===== src/inc/flash_dl_pkg.sv =====
package flash_dl_pkg;
  // ************************************************************
  // register map, byte offsets on the register port
  // ************************************************************
  localparam logic [7:0] ADDR_CCS = 8'h00;
  localparam logic [7:0] ADDR_PCS = 8'h01;
  localparam logic [7:0] ADDR_ECS = 8'h02;
  localparam logic [7:0] ADDR_KEY = 8'h03;
  localparam logic [7:0] ADDR_DEST = 8'h04;
  localparam logic [7:0] REG_RESET = 8'h00;
  // ************************************************************
  // field positions
  // ************************************************************
  localparam int CCS_WP_BIT = 7;
  localparam int CCS_ERR_BIT = 4;
  localparam int CCS_RELOC_BIT = 3;
  localparam int CCS_REQ_BIT = 0;
  localparam int SEL_BIT = 0;
  localparam int DEST_ERR_BIT = 7;
  // ************************************************************
  // key codes, destinations, vectors, page size
  // ************************************************************
  localparam logic [7:0] KEY_DOWNLOAD = 8'hA5;
  localparam logic [7:0] KEY_PROGRAM = 8'h5A;
  localparam logic [6:0] DEST_MAX = 7'h03;
  localparam logic [23:0] DEST_BASE0 = 24'hFF7000;
  localparam logic [23:0] DEST_BASE1 = 24'hFFB000;
  localparam logic [23:0] DEST_BASE2 = 24'hFFD000;
  localparam logic [23:0] DEST_BASE3 = 24'hFFE800;
  localparam logic [23:0] RELOC_BASE = 24'hFF8000;
  localparam logic [5:0] VEC_RELOC_LAST = 6'h1F;
  localparam logic [6:0] PAGE_LAST = 7'h7F;
  localparam int ROUTINE_WORDS_DEF = 256;
  typedef enum logic [1:0] {ST_IDLE, ST_DL_COPY, ST_PROG, ST_ERASE} state_t;
endpackage


===== src/core/flash_program_download_control.sv =====
`timescale 1ns/1ps
// Functional notes
// - program/erase only while enable pin high
// - program 128-byte pages, erase whole blocks
// - downloaded routine stays loaded for reuse
// - 8-bit byte registers, reset and standby clear
// - status bit 7 mirrors enable pin
// - error flag blocks further program/erase
// - interrupt or flash read sets error
// - sleep or other bus master sets error
// - only reset or standby clears error
// - relocation maps vectors 0..31 to RAM
// - request bit starts routine download
// - request needs key A5 and RAM execution
// - request bit reads zero, self-clears
// - program select chooses routine, cleared after
// - erase select chooses routine, cleared after
// - program/erase needs key 5A
// - destination codes 0..3 map, others error
module flash_program_download_control
  import flash_dl_pkg::*;
#(
  parameter int ROUTINE_WORDS = ROUTINE_WORDS_DEF
) (
  input wire logic clk,
  input wire logic rst,
  input wire logic [7:0] addr,
  input wire logic [7:0] wdata,
  input wire logic wr,
  input wire logic rd,
  output logic [7:0] rdata,
  input wire logic wp_pin,
  input wire logic standby_pin,
  input wire logic exec_in_ram,
  input wire logic irq_event,
  input wire logic flash_read_event,
  input wire logic sleep_event,
  input wire logic other_master_event,
  input wire logic prog_start,
  input wire logic erase_start,
  input wire logic [16:0] prog_page,
  input wire logic [3:0] erase_block,
  input wire logic flash_done,
  input wire logic [5:0] vec_num,
  output logic [23:0] vec_addr,
  output logic dl_wr,
  output logic [23:0] dl_addr,
  output logic dl_routine,
  output logic flash_prog,
  output logic flash_erase,
  output logic [23:0] flash_addr,
  output logic [3:0] flash_block,
  output logic pe_busy,
  output logic pe_done,
  output logic pe_fail
);
  // one counter serves copy and page pass, so it never drops below 8 bits
  localparam int CW = ($clog2(ROUTINE_WORDS + 1) > 8) ? $clog2(ROUTINE_WORDS + 1) : 8;
  localparam logic [CW-1:0] COPY_LAST = CW'(ROUTINE_WORDS - 1);

  // ************************************************************
  // pin synchronisers
  // ************************************************************
  logic wp_meta_ff;
  logic wp_ff;
  logic sb_meta_ff;
  logic sb_ff;

  always_ff @(posedge clk or posedge rst) begin
    if (rst) begin
      wp_meta_ff <= 1'b0;
      wp_ff <= 1'b0;
      sb_meta_ff <= 1'b0;
      sb_ff <= 1'b0;
    end else begin
      wp_meta_ff <= wp_pin;
      wp_ff <= wp_meta_ff;
      sb_meta_ff <= standby_pin;
      sb_ff <= sb_meta_ff;
    end
  end

  function automatic logic [23:0] dest_base(input logic [1:0] code);
    case (code)
      2'h0: dest_base = DEST_BASE0;
      2'h1: dest_base = DEST_BASE1;
      2'h2: dest_base = DEST_BASE2;
      default: dest_base = DEST_BASE3;
    endcase
  endfunction

  // ************************************************************
  // control state
  // ************************************************************
  state_t state_ff, nxt_state;
  logic err_ff, nxt_err;
  logic reloc_ff, nxt_reloc;
  logic req_ff, nxt_req;
  logic psel_ff, nxt_psel;
  logic esel_ff, nxt_esel;
  logic [7:0] key_ff, nxt_key;
  logic [6:0] dest_ff, nxt_dest;
  logic dest_err_ff, nxt_dest_err;
  logic prog_loaded_ff, nxt_prog_loaded;
  logic erase_loaded_ff, nxt_erase_loaded;
  logic [CW-1:0] cnt_ff, nxt_cnt;
  logic [23:0] base_ff, nxt_base;
  logic [7:0] rdata_ff, nxt_rdata;
  logic [23:0] vec_ff, nxt_vec;
  logic dl_wr_ff, nxt_dl_wr;
  logic [23:0] dl_addr_ff, nxt_dl_addr;
  logic dl_rt_ff, nxt_dl_rt;
  logic fprog_ff, nxt_fprog;
  logic ferase_ff, nxt_ferase;
  logic [23:0] faddr_ff, nxt_faddr;
  logic [3:0] fblock_ff, nxt_fblock;
  logic done_ff, nxt_done;
  logic fail_ff, nxt_fail;

  logic busy;
  logic err_event;
  logic start_ok;

  always_comb begin
    busy = (state_ff == ST_PROG) || (state_ff == ST_ERASE);
    err_event = busy && (irq_event || flash_read_event ||
                         sleep_event || other_master_event);
    start_ok = wp_ff && !err_ff && (key_ff == KEY_PROGRAM);
    nxt_state = state_ff;
    nxt_err = err_ff || err_event;
    nxt_reloc = reloc_ff;
    nxt_req = req_ff;
    nxt_psel = psel_ff;
    nxt_esel = esel_ff;
    nxt_key = key_ff;
    nxt_dest = dest_ff;
    nxt_dest_err = dest_err_ff;
    nxt_prog_loaded = prog_loaded_ff;
    nxt_erase_loaded = erase_loaded_ff;
    nxt_cnt = cnt_ff;
    nxt_base = base_ff;
    nxt_rdata = REG_RESET;
    nxt_dl_wr = 1'b0;
    nxt_dl_addr = dl_addr_ff;
    nxt_dl_rt = dl_rt_ff;
    nxt_fprog = 1'b0;
    nxt_ferase = 1'b0;
    nxt_faddr = faddr_ff;
    nxt_fblock = fblock_ff;
    nxt_done = 1'b0;
    nxt_fail = 1'b0;
    // vectors above 31 are never relocated; software must not use them
    if (reloc_ff && (vec_num <= VEC_RELOC_LAST)) begin
      nxt_vec = RELOC_BASE | {16'h0000, vec_num, 2'b00};
    end else begin
      nxt_vec = {16'h0000, vec_num, 2'b00};
    end

    // ************************************************************
    // register writes
    // ************************************************************
    if (wr) begin
      if (addr == ADDR_CCS) begin
        nxt_reloc = wdata[CCS_RELOC_BIT];
        if (wdata[CCS_REQ_BIT] && (key_ff == KEY_DOWNLOAD) && exec_in_ram &&
            (state_ff == ST_IDLE) && !req_ff) begin
          if (dest_ff > DEST_MAX) begin
            nxt_dest_err = 1'b1;
          end else if (psel_ff || esel_ff) begin
            nxt_req = 1'b1;
            nxt_state = ST_DL_COPY;
            nxt_cnt = '0;
            nxt_dl_rt = !psel_ff;
            nxt_base = dest_base(dest_ff[1:0]);
          end
        end
      end else if (addr == ADDR_PCS) begin
        nxt_psel = wdata[SEL_BIT];
      end else if (addr == ADDR_ECS) begin
        nxt_esel = wdata[SEL_BIT];
      end else if (addr == ADDR_KEY) begin
        nxt_key = wdata;
      end else if (addr == ADDR_DEST) begin
        nxt_dest = wdata[6:0];
        nxt_dest_err = wdata[DEST_ERR_BIT];
      end
    end

    // ************************************************************
    // register reads, data in the following cycle
    // ************************************************************
    if (rd) begin
      if (addr == ADDR_CCS) begin
        nxt_rdata[CCS_WP_BIT] = wp_ff;
        nxt_rdata[CCS_ERR_BIT] = err_ff;
        nxt_rdata[CCS_RELOC_BIT] = reloc_ff; // request bit reads 0
      end else if (addr == ADDR_PCS) begin
        nxt_rdata[SEL_BIT] = psel_ff;
      end else if (addr == ADDR_ECS) begin
        nxt_rdata[SEL_BIT] = esel_ff;
      end else if (addr == ADDR_KEY) begin
        nxt_rdata = key_ff;
      end else if (addr == ADDR_DEST) begin
        nxt_rdata = {dest_err_ff, dest_ff};
      end
    end

    // ************************************************************
    // sequencer
    // ************************************************************
    case (state_ff)
      ST_IDLE: begin
        if (prog_start || erase_start) begin
          if (start_ok && prog_start && prog_loaded_ff) begin
            nxt_state = ST_PROG;
            nxt_cnt = '0;
            nxt_faddr = {prog_page, 7'h00};
          end else if (start_ok && erase_start && erase_loaded_ff) begin
            nxt_state = ST_ERASE;
            nxt_fblock = erase_block;
            nxt_ferase = 1'b1;
          end else begin
            nxt_fail = 1'b1;
          end
        end
      end
      ST_DL_COPY: begin
        nxt_dl_wr = 1'b1;
        nxt_dl_addr = base_ff + 24'(cnt_ff);
        nxt_cnt = cnt_ff + CW'(1);
        if (cnt_ff == COPY_LAST) begin
          nxt_state = ST_IDLE;
          nxt_req = 1'b0;
          if (dl_rt_ff) begin
            nxt_esel = 1'b0;
            nxt_erase_loaded = 1'b1;
          end else begin
            nxt_psel = 1'b0;
            nxt_prog_loaded = 1'b1;
          end
        end
      end
      ST_PROG: begin
        // a whole 128-byte page is written per start; only an abort or standby leaves a partial page
        nxt_fprog = 1'b1;
        nxt_faddr = {faddr_ff[23:7], cnt_ff[6:0]};
        nxt_cnt = cnt_ff + CW'(1);
        if (cnt_ff[6:0] == PAGE_LAST) begin
          nxt_state = ST_IDLE;
          nxt_done = 1'b1;
        end
      end
      ST_ERASE: begin
        if (flash_done) begin
          nxt_state = ST_IDLE;
          nxt_done = 1'b1;
        end
      end
      default: nxt_state = ST_IDLE;
    endcase

    // abort beats completion: a pin drop or error leaves flash unfinished
    if (busy && (err_event || !wp_ff)) begin
      nxt_state = ST_IDLE;
      nxt_fprog = 1'b0;
      nxt_done = 1'b0;
      nxt_fail = 1'b1;
    end

    // standby acts like reset except on the counter, base, vector, read data and the dl_addr, dl_routine, flash_addr, flash_block outputs
    if (sb_ff) begin
      nxt_state = ST_IDLE;
      nxt_err = 1'b0;
      nxt_reloc = 1'b0;
      nxt_req = 1'b0;
      nxt_psel = 1'b0;
      nxt_esel = 1'b0;
      nxt_key = REG_RESET;
      nxt_dest = 7'h00;
      nxt_dest_err = 1'b0;
      nxt_prog_loaded = 1'b0;
      nxt_erase_loaded = 1'b0;
      nxt_dl_wr = 1'b0;
      nxt_fprog = 1'b0;
      nxt_ferase = 1'b0;
      nxt_done = 1'b0;
      nxt_fail = 1'b0;
    end
  end

  always_ff @(posedge clk or posedge rst) begin
    if (rst) begin
      state_ff <= ST_IDLE;
      err_ff <= 1'b0;
      reloc_ff <= 1'b0;
      req_ff <= 1'b0;
      psel_ff <= 1'b0;
      esel_ff <= 1'b0;
      key_ff <= REG_RESET;
      dest_ff <= 7'h00;
      dest_err_ff <= 1'b0;
      prog_loaded_ff <= 1'b0;
      erase_loaded_ff <= 1'b0;
      cnt_ff <= '0;
      base_ff <= 24'h000000;
      rdata_ff <= REG_RESET;
      vec_ff <= 24'h000000;
      dl_wr_ff <= 1'b0;
      dl_addr_ff <= 24'h000000;
      dl_rt_ff <= 1'b0;
      fprog_ff <= 1'b0;
      ferase_ff <= 1'b0;
      faddr_ff <= 24'h000000;
      fblock_ff <= 4'h0;
      done_ff <= 1'b0;
      fail_ff <= 1'b0;
    end else begin
      state_ff <= nxt_state;
      err_ff <= nxt_err;
      reloc_ff <= nxt_reloc;
      req_ff <= nxt_req;
      psel_ff <= nxt_psel;
      esel_ff <= nxt_esel;
      key_ff <= nxt_key;
      dest_ff <= nxt_dest;
      dest_err_ff <= nxt_dest_err;
      prog_loaded_ff <= nxt_prog_loaded;
      erase_loaded_ff <= nxt_erase_loaded;
      cnt_ff <= nxt_cnt;
      base_ff <= nxt_base;
      rdata_ff <= nxt_rdata;
      vec_ff <= nxt_vec;
      dl_wr_ff <= nxt_dl_wr;
      dl_addr_ff <= nxt_dl_addr;
      dl_rt_ff <= nxt_dl_rt;
      fprog_ff <= nxt_fprog;
      ferase_ff <= nxt_ferase;
      faddr_ff <= nxt_faddr;
      fblock_ff <= nxt_fblock;
      done_ff <= nxt_done;
      fail_ff <= nxt_fail;
    end
  end

  // ************************************************************
  // outputs
  // ************************************************************
  logic busy_ff;

  always_ff @(posedge clk or posedge rst) begin
    if (rst) begin
      busy_ff <= 1'b0;
    end else begin
      busy_ff <= (nxt_state == ST_PROG) || (nxt_state == ST_ERASE);
    end
  end

  assign rdata = rdata_ff;
  assign vec_addr = vec_ff;
  assign dl_wr = dl_wr_ff;
  assign dl_addr = dl_addr_ff;
  assign dl_routine = dl_rt_ff;
  assign flash_prog = fprog_ff;
  assign flash_erase = ferase_ff;
  assign flash_addr = faddr_ff;
  assign flash_block = fblock_ff;
  assign pe_busy = busy_ff;
  assign pe_done = done_ff;
  assign pe_fail = fail_ff;
endmodule


===== config.mk =====
export PLATFORM = sky130hd
export DESIGN_NAME = flash_program_download_control
export DESIGN_NICKNAME = d
export VERILOG_FILES = /design/src/inc/flash_dl_pkg.sv /design/src/core/flash_program_download_control.sv
export SDC_FILE = /design/constraint.sdc
export NUM_CORES = 1
export LEC_CHECK = 0
export BUFFER_PORTS_ARGS = -buffer_cell sky130_fd_sc_hd__buf_2
export CAP_MARGIN = 20
export CORE_MARGIN = 2
export CORE_UTILIZATION = 36
export CTS_CLUSTER_SIZE = 30
export DETAILED_ROUTE_END_ITERATION = 10
export GPL_ROUTABILITY_DRIVEN = 1
export PLACE_DENSITY = 0.61
export SLEW_MARGIN = 20
export SYNTH_ARGS = -nofsm -noshare
export SYNTH_HDL_FRONTEND = slang
export SYNTH_SLANG_ARGS = --single-unit

===== constraint.sdc =====
create_clock -name clk -period 5.5 [get_ports clk]
set_clock_uncertainty 0.15 [all_clocks]
set_input_delay 0.275 -clock clk [delete_from_list [all_inputs] [get_ports clk]]
set_output_delay 0.275 -clock clk [all_outputs]
set_load 0.02 [all_outputs]

# Yosys cells after proc, flatten, opt, wreduce, memory -nomap -nowiden
# Cells that the tools add are included.
totals:
  ff_bits: 153
  in_bits: 57
  out_inout_bits: 91
  elab_cells: 229
classes:
  addsub: 2
  order_cmp: 2
  n_eq_ne: 27
  muxes: 116
  bitwise: 3
  reduce_logical: 49
op_table:
  columns: ["op", "count"]
  rows:
  - ["$mux W24", 3]
  - ["$mux W8", 9]
  - ["$mux W1", 67]
  - ["$mux W7", 9]
  - ["$mux W9", 7]
  - ["$pmux W16 S3", 1]
  - ["$pmux W24 S2", 1]
  - ["$mux W2", 15]
  - ["$add A24 B9 Y24", 1]
  - ["$pmux W9 S2", 1]
  - ["$eq A8 B2 Y1 const B", 2]
  - ["$reduce_bool A2 Y1", 8]
  - ["$logic_and A1 B1 Y1", 13]
  - ["$eq A2 B2 Y1 const B", 5]
  - ["$ne A2 B2 Y1 const B", 5]
  - ["$reduce_and A5 Y1", 2]
  - ["$add A9 B1 Y9 const B", 1]
  - ["$eq A9 B8 Y1 const B", 1]
  - ["$logic_or A1 B1 Y1", 9]
  - ["$ne A3 B3 Y1 const B", 3]
  - ["$reduce_and A3 Y1", 3]
  - ["$eq A8 B1 Y1 const B", 1]
  - ["$eq A8 B3 Y1 const B", 1]
  - ["$eq A8 B7 Y1 const B", 1]
  - ["20 further kinds", 30]

# Depth between registers and ports, before layout
# Gate-level depths: netlist of the first run.
logic_depth:
  depth_word: 16
  mapped_depth: 9
  mapped_depth_nobuf: 9

# Worst setup path before layout of the first run
# OpenSTA, ideal clock, no wires.
synth_path:
  kind: "reg-to-reg"
  startpoint: "register key_ff[6]"
  endpoint: "register dest_err_ff"
  setup_time_ns: 0.087
  arrival_ns: 1.961
  t_required_ns: 5.263
  slack_ns: 3.302
  path_stages_with_launch: 5
  n_path_buf: 0
  synth_period_minus_slack_ns: 2.198
  cell_sequence: "dfrtp_1 -> or4b_4 -> or4_4 -> or4_1 -> o211ai_1"
synth_between:
  elab_chain_cells: 7
synth_lines:
  columns: ["element", "line", "rtl"]
  rows:
  - ["start: declaration", "flash_program_download_control.sv:101", "logic [7:0] key_ff, nxt_key;"]
  - ["start signal: assignment", "flash_program_download_control.sv:324", "key_ff <= nxt_key;"]
  - ["$eq A8 B8 Y1", "flash_program_download_control.sv:165", "if (wdata[CCS_REQ_BIT] && (key_ff == KEY_DOWNLOAD) && exec_in_ram &&"]
  - ["$logic_and A1 B1 Y1 (3 in a row)", "flash_program_download_control.sv:165", null]
  - ["$logic_and A1 B1 Y1", "flash_program_download_control.sv:166", "(state_ff == ST_IDLE) && !req_ff) begin"]
  - ["$ne A3 B2 Y1 (no source line)", null, null]
  - ["$reduce_and A7 Y1 (no source line)", null, null]
  - ["end signal: assignment", "flash_program_download_control.sv:326", "dest_err_ff <= nxt_dest_err;"]
  - ["end: declaration", "flash_program_download_control.sv:103", "logic dest_err_ff, nxt_dest_err;"]
# Every way passes these cells.
# A chain may end at the register's enable or synchronous reset.

# Worst setup path in the final report of the first run
layout_path:
  startpoint: "register state_ff[1]"
  endpoint: "register cnt_ff[4]"
layout_between:
  elab_chain_cells: 9
  word_cells_on_any_way: 12
  classes_between: "eq/ne: 2; mux: 6; reduce/logical: 4"
layout_lines:
  columns: ["element", "line", "rtl"]
  rows:
  - ["start: declaration", "flash_program_download_control.sv:95", "state_t state_ff, nxt_state;"]
  - ["start signal: assignment", "flash_program_download_control.sv:318", "state_ff <= nxt_state;"]
  - ["$logic_not A2 Y1", "flash_program_download_control.sv:166, flash_program_download_control.sv:211", null]
  - ["$logic_and A1 B1 Y1", "flash_program_download_control.sv:165", null]
  - ["$logic_and A1 B1 Y1", "flash_program_download_control.sv:166", null]
  - ["$mux W9", "flash_program_download_control.sv:165", null]
  - ["$mux W9", "flash_program_download_control.sv:163", "if (addr == ADDR_CCS) begin"]
  - ["$mux W9", "flash_program_download_control.sv:162", "if (wr) begin"]
  - ["$mux W9", "flash_program_download_control.sv:214", "if (start_ok && prog_start && prog_loaded_ff) begin"]
  - ["$mux W9", "flash_program_download_control.sv:213", "if (prog_start || erase_start) begin"]
  - ["$pmux W9 S2 (*)", "flash_program_download_control.sv:211", "case (state_ff)"]
  - ["via nxt_cnt[4]", "flash_program_download_control.sv:106", "logic [CW-1:0] cnt_ff, nxt_cnt;"]
  - ["end signal: assignment", "flash_program_download_control.sv:329", "cnt_ff <= nxt_cnt;"]
  - ["end: declaration", "flash_program_download_control.sv:106", null]
# The timed path passes the listed nets; every way through them passes the cells marked *.

==> results.py, run 1 <==
metrics = {
    "cts": {
        "root_buffer": "clkbuf_16",
        "cts_max_level": 3,
        "ctsHoldBuffers": 12,
        "cts_resized": 0,
        "clk_latency_ps": 350,
        "cts-buffers-inserted": 9,
        "clockBufferDepth": 2,
        "cts_setup_buffers": 0,
        "cts_num_sinks": 109,
        "clk_pin_slew_ps": 70,
        "cts_tree": "done",
    },
    "global_route": {
        "grt_max_degree": 56,
        "grt-ovfl-total": 0,
        "grt_pass1_vias": 3752,
        "track_usage": 0.168,
        "grt_first_pass_wirelength_um": 19300,
        "antenna_found_initial": 1,
    },
    "placement": {
        "pre_cts_slack_ps": 2960,
        "gp_congestion": 0.885,
        "place_area_um2": 5720,
        "place.port_buffers": 136,
        "placed_cells": 745,
        "dp_hpwl_um": 8780,
    },
    "routing": {
        "via_per_inst": 5.06,
        "wl_per_cell_um": 15.7,
        "antenna_left": 0,
        "wirelength_um": 12100,
        "firstDrtPassIters": 6,
        "drtIter0Drc": 207,
        "num_vias": 3911,
        "drc": 0,
    },
    "sta": {
        "finalCritPeriodShare": 0.459,
        "rsz0062_at_grt": "false",
        "hold_violations": 0,
        "finalSetupViolCount": 0,
        "setup_ws_ps": 2980,
        "max_slew_margin": 0.419,
        "min_period_ps": 2520,
        "clock.fmax_ghz": 0.396,
        "finalMaxSlewViolations": 0,
        "setup_tns_ps": 0,
        "worst_pin_slew_ps": 871,
    },
    "logic_synthesis": {
        "synth_top_area_share": 0.544,
        "yosys_warnings": 0,
        "ys_types": 54,
        "yosys.area.top_type": "dfrtp_1",
        "synth.area.top_cells": "dfrtp_1 (54%), mux2_2 (5.2%), mux2i_1 (4.2%)",
        "synth-async-reset-ratio": 1.00,
        "yosysSeqAreaShare": 0.544,
        "synth_ff_type": "dfrtp_1",
        "synth-edff-count": 0,
        "synth_area_um2": 5020,
        "synth-seq-cells": 109,
        "synth_area_per_cell_um2": 10.9,
        "synthCells": 460,
    },
    "hold_path": {
        "hold_path_depth": 2,
        "hold_start": "erase_block[3]",
        "hp-class": "in -> reg",
        "hold_end": "flash_block[3]",
    },
    "worst_setup_path": {
        "end_kind": "flip-flop",
        "worstSetupStartpointType": "flip-flop",
        "rr_worst_depth": 6,
        "timing.reg2reg.setup_slack_ps": 2980,
        "r2r_start": "state_ff[1]",
        "crit_fanout": 8,
        "cp.arrival_ps": 2620,
        "path_class": "reg -> reg",
        "cp.required_ps": 5590,
        "r2r-end": "cnt_ff[4]",
    },
    "layout": {
        "mostFrequentLayoutCell": "buf_2",
        "design_area_um2": 6190,
        "mostFrequentLayoutCells": "buf_2 (136), dfrtp_1 (109), nor2_1 (37)",
        "nets": 652,
        "ff_latch_area_um2": 2730,
        "antenna_cells": 0,
        "fillers": 1333,
        "instances_no_fill": 773,
        "drive_gt1_frac": 0.317,
        "synthToLayoutAreaGrowth_pct": 23.4,
        "multi_input_area_um2": 2020,
    },
    "run": {
        "cap_violations": 0,
    },
    "floorplanning": {
        "ios": 148,
        "start_util": 0.364,
        "die-area_um2": 14900,
        "die_h_um": 122,
        "die_w_um": 122,
        "num_rows": 43,
        "core_area_um2": 13800,
    },
    "power": {
        "p_per_area_nw_per_um2": 266,
        "vdd_drop_max_uv": 141,
        "leakage_nw": 3.19,
        "power_mw": 1.65,
    },
    "outcome": {
        "outcome": "finished clean",
    },
}
layout make-up:
| cell class | instances | area share |
|---|---|---|
| well taps | 180 | 0.0364 |
| repair buffers | 150 | 0.132 |
| multi-input cells | 305 | 0.326 |
| flip-flops and latches | 109 | 0.440 |
| clock buffers | 9 | 0.0364 |
| inverters | 13 | 0.00828 |
| clock inverters | 7 | 0.0212 |
metal layers:
metal | track usage | wire length [um] | up-vias | share of wire
li1 | - | - | 1850 | -
met5 | 0 | 8 | - | 0.00066
met1 | 0.224 | 5310 | 1893 | 0.44
met3 | 0.0356 | 854 | 25 | 0.071
met2 | 0.257 | 5620 | 141 | 0.46
met4 | 0.0876 | 311 | 2 | 0.026
cells by family after synthesis:
family,synth area share
AOI/OAI and AO/OA,0.107
adders and majority gates,0.0175
buffers and inverters,0.0618
DFF,0.544
muxes,0.0935
other,0.000747
and+or+nand+nor,0.176
synthesized netlist by cell type, drive strengths merged, types with 10 or more instances:
master	count
inv	13
dfrtp	109
nand2	31
buf	29
mux2	23
clkbuf	14
a22o	10
nor2	37
nor2b	12
nand2b	23
mux2i	21
o21ai	26
report_power, final:
group          internal (mW)  switching [mW]  leakage (nW)
clock network          0.452           0.308         0.169
registers              0.805         0.00184          1.46
logic                 0.0295          0.0526          1.56
how the worst max path moves through the flow:
stage / depth (start not counted) / from / slack, ps / to
floorplan: 1 / rst / 2200 / base_ff[11]
global placement: 9 / cnt_ff[0] / 3070 / state_ff[0]
detailed placement: 6 / state_ff[1] / 2960 / cnt_ff[4]
CTS: 6 / state_ff[1] / 2950 / cnt_ff[4]
global route: 9 / cnt_ff[0] / 2800 / state_ff[0]
finish: 6 / state_ff[1] / 2980 / cnt_ff[4]
worst max-delay path, cell delays in order (launching register included):
cell and delay (ps):
dfrtp_1 420, inv_1 150, ha_1 270, nand2_1 120, nor4_1 360, nand4_1 450, a311o_1 490
registers in the layout (all words and copies together) (netlist names), 2 cells and up:
signal,flops
key_ff,8
state_ff,2
rdata,8
dl_addr,15
flash_block,4
cnt_ff,9
vec_addr,7
base_ff,6
dest_ff,7
flash_addr,24
stage by stage:
step / utilization / hold WS (ps)
6_report: 0.450 / 15.7
3_3_place_gp: 0.415 / 183
5_1_grt: 0.450 / 6.40
2_1_floorplan: - / 156
4_1_cts: 0.450 / 3.77
3_5_place_dp: 0.415 / 196
Power figures use the tool's default switching activity.
==> inputs of run 2 (changes only) <==
Clock period 5.5 ns to 2.4 ns, I/O delays scaled along.
==> results.py, run 2 (same netlist as run 1, synthesis figures left out) <==
metrics = {
    "outcome": {
        "outcome": "finished clean",
    },
    "power": {
        "p_per_area_nw_per_um2": 516,
        "leakage_nw": 3.41,
        "vdd_drop_max_uv": 311,
    },
    "layout": {
        "multi_input_area_um2": 2030,
        "synthToLayoutAreaGrowth_pct": 32.7,
        "fillers": 1270,
        "antenna_cells": 0,
        "drive_gt1_frac": 0.327,
        "final_core_util": 0.483,
        "nets": 711,
        "design_area_um2": 6660,
        "largest_register_ffs": 24,
        "mostFrequentLayoutCell": "buf_2",
        "mostFrequentLayoutCells": "buf_2 (136), dfrtp_1 (109), dlygate4sd3_1 (45)",
        "ff_latch_area_um2": 2730,
    },
    "routing": {
        "wl_per_cell_um": 15.6,
        "drtIter0Drc": 217,
        "firstDrtPassIters": 4,
        "drc": 0,
        "antenna_left": 0,
        "num_vias": 4127,
        "via_per_inst": 4.97,
        "wirelength_um": 13000,
    },
    "placement": {
        "gp_congestion": 0.864,
        "dp_hpwl_um": 9240,
        "place.port_buffers": 136,
        "place_area_um2": 5940,
    },
    "global_route": {
        "grt_max_degree": 46,
        "grt-ovfl-total": 0,
        "grt_pass1_vias": 4065,
        "track_usage": 0.175,
        "grt_first_pass_wirelength_um": 20400,
        "antenna_found_initial": 0,
    },
    "cts": {
        "cts_setup_buffers": 0,
        "cts_max_level": 3,
        "clk_pin_slew_ps": 70,
        "cts_num_sinks": 109,
        "root_buffer": "clkbuf_16",
        "cts_tree": "done",
        "cts-buffers-inserted": 9,
        "clk_latency_ps": 340,
        "clockBufferDepth": 2,
    },
    "hold_path": {
        "hp-class": "in -> reg",
    },
    "worst_setup_path": {
        "cp.arrival_ps": 2400,
        "cpMaxStageDelayCell": "or4b_4",
        "end_kind": "flip-flop",
        "path_class": "reg -> reg",
        "crit_chain": "or4b_4, or4_4, or4_1, o211ai_1",
        "crit_fanout": 4,
        "crit_family": "simple AND/OR/NAND/NOR gates",
        "cp.required_ps": 2510,
        "max_stage_delay_ps": 560,
        "worstSetupStartpointType": "flip-flop",
        "path_buf_inv": 0,
    },
    "sta": {
        "hold_violations": 0,
        "clock.fmax_ghz": 0.438,
        "finalSetupViolCount": 0,
        "hold_ws_ps": 51.7,
        "max_slew_margin": 0.557,
        "rsz0062_at_grt": "false",
        "finalMaxSlewViolations": 0,
        "min_period_ps": 2280,
        "worst_pin_slew_ps": 659,
        "finalCritPeriodShare": 0.951,
        "setup_tns_ps": 0,
    },
    "floorplanning": {
        "die_h_um": 122,
        "die-area_um2": 14900,
        "core_area_um2": 13800,
        "die_w_um": 122,
        "ios": 148,
        "num_rows": 43,
        "start_util": 0.364,
    },
    "run": {
        "cap_violations": 0,
    },
}
==> run 2: stage by stage <==
stage | worst slack (ps) | cells | power [mW]
3_3_place_gp | 135 | 771 | 2.07
6_report | 117 | 831 | 3.44
4_1_cts | 117 | 831 | 3.49
3_5_place_dp | 130 | 771 | 2.07
5_1_grt | 27.2 | 831 | 3.58
2_1_floorplan | 202 | 470 | 1.99
==> run 2: final cells by class <==
type                       instances  share of cell area
clock inverter                     3             0.00357
tap                              180              0.0338
sequential                       109               0.410
inverter                          13             0.00789
timing repair buffer             209               0.205
multi-input combinational        305               0.304
clock buffer                      12              0.0355
==> run 2: worst min-delay path, cell delays in order <==
cell and delay (ps):
buf_2 80, nor4_1 80, nor2_1 120, nor2_1 50, nor2_1 70
==> run 2: power by group <==
part | switching, mW | internal (mW) | leakage [nW] | total [mW]
Clock | 0.647 | 0.702 | 0.119 | 1.35
Sequential | 0.00647 | 1.85 | 1.46 | 1.85
Combinational | 0.128 | 0.109 | 1.83 | 0.237
Total | 0.781 | 2.66 | 3.41 | 3.44
==> run 2: worst paths after layout <==
kind	start	end	slack, ps	cells after the start
max in group asynchronous	rst	cnt_ff[1]	1220	4
setup reg to reg	key_ff[6]	dest_err_ff	120	4
setup / recovery	key_ff[6]	dest_err_ff	120	4
hold / removal	irq_event	err_ff	50	5
min in group asynchronous	rst	vec_addr[7]	250	3
hold reg to reg	sb_meta_ff	sb_ff	200	0
==> run 2: routing by layer <==
layer	GRT usage	wire, um	vias to the layer above
met5	0	0	-
met2	0.288	6340	134
li1	-	-	1966
met4	0.0682	253	0
met1	0.229	5630	2009
met3	0.0318	744	18
==> run 2: repair_timing <==
action,4_1_cts,5_1_grt
hold buffers,45,0
resized for setup,0,3
setup endpoints to repair,0,4
hold endpoints to repair,78,0
==> inputs of run 3 (changes only) <==
Settings changed: BUFFER_PORTS_ARGS -buffer_cell sky130_fd_sc_hd__buf_2 to default, DONT_BUFFER_PORTS from default to 1, PLACE_DENSITY 0.61 to 0.52.
==> results.py, run 3 (same netlist as run 1, synthesis figures left out) <==
metrics = {
    "power": {
        "pwr-share-clk": 0.461,
        "p_switching_mw": 0.792,
        "p_int_mw": 3.01,
        "p_per_area_nw_per_um2": 607,
        "leakage_nw": 2.91,
        "vdd_drop_max_uv": 276,
        "seqPwrFrac": 0.489,
        "switching_share": 0.208,
        "comb_power_share": 0.050,
    },
    "global_route": {
        "grt_pass1_vias": 3753,
        "grt-ovfl-total": 0,
        "grt_first_pass_wirelength_um": 20100,
        "track_usage": 0.176,
        "grt_max_degree": 47,
        "antenna_found_initial": 0,
    },
    "worst_setup_path": {
        "end_kind": "flip-flop",
        "rr_worst_depth": 4,
        "path_class": "reg -> reg",
        "crit_family": "simple AND/OR/NAND/NOR gates",
        "cp.required_ps": 2520,
        "crit_chain": "or4b_4, or4_4, or4_1, o211ai_1",
        "r2r_start": "key_ff[6]",
        "path_buf_inv": 0,
        "r2r-end": "dest_err_ff",
        "cp.arrival_ps": 2420,
        "crit_fanout": 4,
        "cpMaxStageDelayCell": "or4b_4",
        "timing.reg2reg.setup_slack_ps": 100,
        "worstSetupStartpointType": "flip-flop",
        "max_stage_delay_ps": 570,
    },
    "routing": {
        "wirelength_um": 12700,
        "drc": 0,
        "firstDrtPassIters": 4,
        "antenna_left": 0,
        "via_per_inst": 5.14,
        "num_vias": 3674,
        "wl_per_cell_um": 17.8,
        "drtIter0Drc": 183,
    },
    "layout": {
        "multi_input_area_um2": 2030,
        "nets": 594,
        "largest_register_ffs": 24,
        "ff_latch_area_um2": 2730,
        "fillers": 1289,
        "synthToLayoutAreaGrowth_pct": 25.0,
        "antenna_cells": 0,
        "mostFrequentLayoutCells": "dfrtp_1 (108), dlygate4sd3_1 (57), nor2_1 (37)",
        "mostFrequentLayoutCell": "dfrtp_1",
        "drive_gt1_frac": 0.166,
    },
    "sta": {
        "rsz0062_at_grt": "false",
        "min_period_ps": 2300,
        "worst_pin_slew_ps": 846,
        "hold_ws_ps": -9.53,
        "finalMaxSlewViolations": 0,
        "clock.fmax_ghz": 0.435,
        "max_slew_margin": 0.438,
        "finalSetupViolCount": 0,
        "hold_violations": 1,
        "finalCritPeriodShare": 0.957,
        "setup_tns_ps": 0,
    },
    "floorplanning": {
        "ios": 148,
        "die-area_um2": 14900,
        "die_h_um": 122,
        "num_rows": 43,
        "die_w_um": 122,
        "start_util": 0.364,
        "core_area_um2": 13800,
    },
    "run": {
        "cap_violations": 0,
    },
    "hold_path": {
        "hp-class": "in -> reg",
        "hold_end": "dest_err_ff",
        "hold_path_depth": 3,
        "hold_start": "addr[2]",
    },
    "placement": {
        "place.port_buffers": 0,
        "dp_hpwl_um": 9110,
        "gp_congestion": 0.906,
    },
    "outcome": {
        "outcome": "complete, but fails checks",
        "failed_checks": "negative hold slack",
    },
    "cts": {
        "cts_num_sinks": 109,
        "cts_tree": "done",
        "clockBufferDepth": 2,
        "root_buffer": "clkbuf_16",
        "clk_latency_ps": 350,
        "cts-buffers-inserted": 9,
        "cts_setup_buffers": 0,
        "clk_pin_slew_ps": 70,
        "cts_max_level": 3,
    },
}
-- run 3: cell types whose count changed in the layout (fill, tap and decap cells not counted), sizes merged --
cell / previous run / this run
buf: 164 / 35
dlygate4sd3: 45 / 57
bufinv: 0 / 3
clkinvlp: 3 / 1
clkbuf: 12 / 11
inv: 12 / 13
-- run 3: worst min-delay path, stage by stage --
cell	delay, ps
nor3_2	40
o211ai_1	180
o211ai_1	100
-- run 3: metrics by stage --
| stage | std cells | total power, mW | util | area (um2) | worst slack [ps] |
|---|---|---|---|---|---|
| after global routing | 715 | 3.94 | 0.455 | 6270 | 15.9 |
| after CTS | 714 | 3.84 | 0.452 | 6230 | 26.7 |
| after global placement | 641 | 2.01 | 0.385 | 5310 | 130 |
| after floorplan | 470 | 1.99 | - | 5060 | 202 |
| final | 715 | 3.81 | 0.455 | 6270 | 104 |
| after detailed placement | 641 | 2.01 | 0.385 | 5310 | 115 |
-- run 3: layout make-up --
| class | instances | area share |
|---|---|---|
| multi-input combinational | 305 | 0.324 |
| clock buffer | 11 | 0.0403 |
| inverter | 13 | 0.00838 |
| sequential | 109 | 0.435 |
| clock inverter | 5 | 0.0166 |
| tap | 180 | 0.0359 |
| timing repair buffer | 92 | 0.140 |
-- run 3: worst max path at each step --
stage	from	endpoint	slack, ps	cells past startpoint
detailed placement	key_ff[6]	dest_err_ff	110	4
global placement	key_ff[6]	dest_err_ff	130	4
CTS	other_master_event	pe_done	30	6
floorplan	key_ff[6]	dest_err_ff	200	4
finish	key_ff[6]	dest_err_ff	100	4
global route	key_ff[6]	base_ff[14]	20	4
-- run 3: repair_timing --
item,in CTS,in global routing
hold endpoints to repair,105,0
setup endpoints to repair,0,8
resized for setup,0,3
hold buffers,57,0
-- run 3: metal layers --
| metal | vias up | wire length (um) | track usage |
|---|---|---|---|
| met5 | - | 0 | 0 |
| met4 | 0 | 212 | 0.0740 |
| met3 | 15 | 888 | 0.0389 |
| met2 | 128 | 5750 | 0.270 |
| met1 | 1799 | 5870 | 0.241 |
| li1 | 1732 | - | - |
-- run 3: power by group through the flow --
stage / clock network, mW / logic [mW] / registers, mW
detailed placement: 0 / 0.112 / 1.90
CTS: 1.80 / 0.186 / 1.86
global placement: 0 / 0.110 / 1.90
finish: 1.76 / 0.190 / 1.86
global route: 1.87 / 0.210 / 1.86
floorplan: 0 / 0.0957 / 1.89
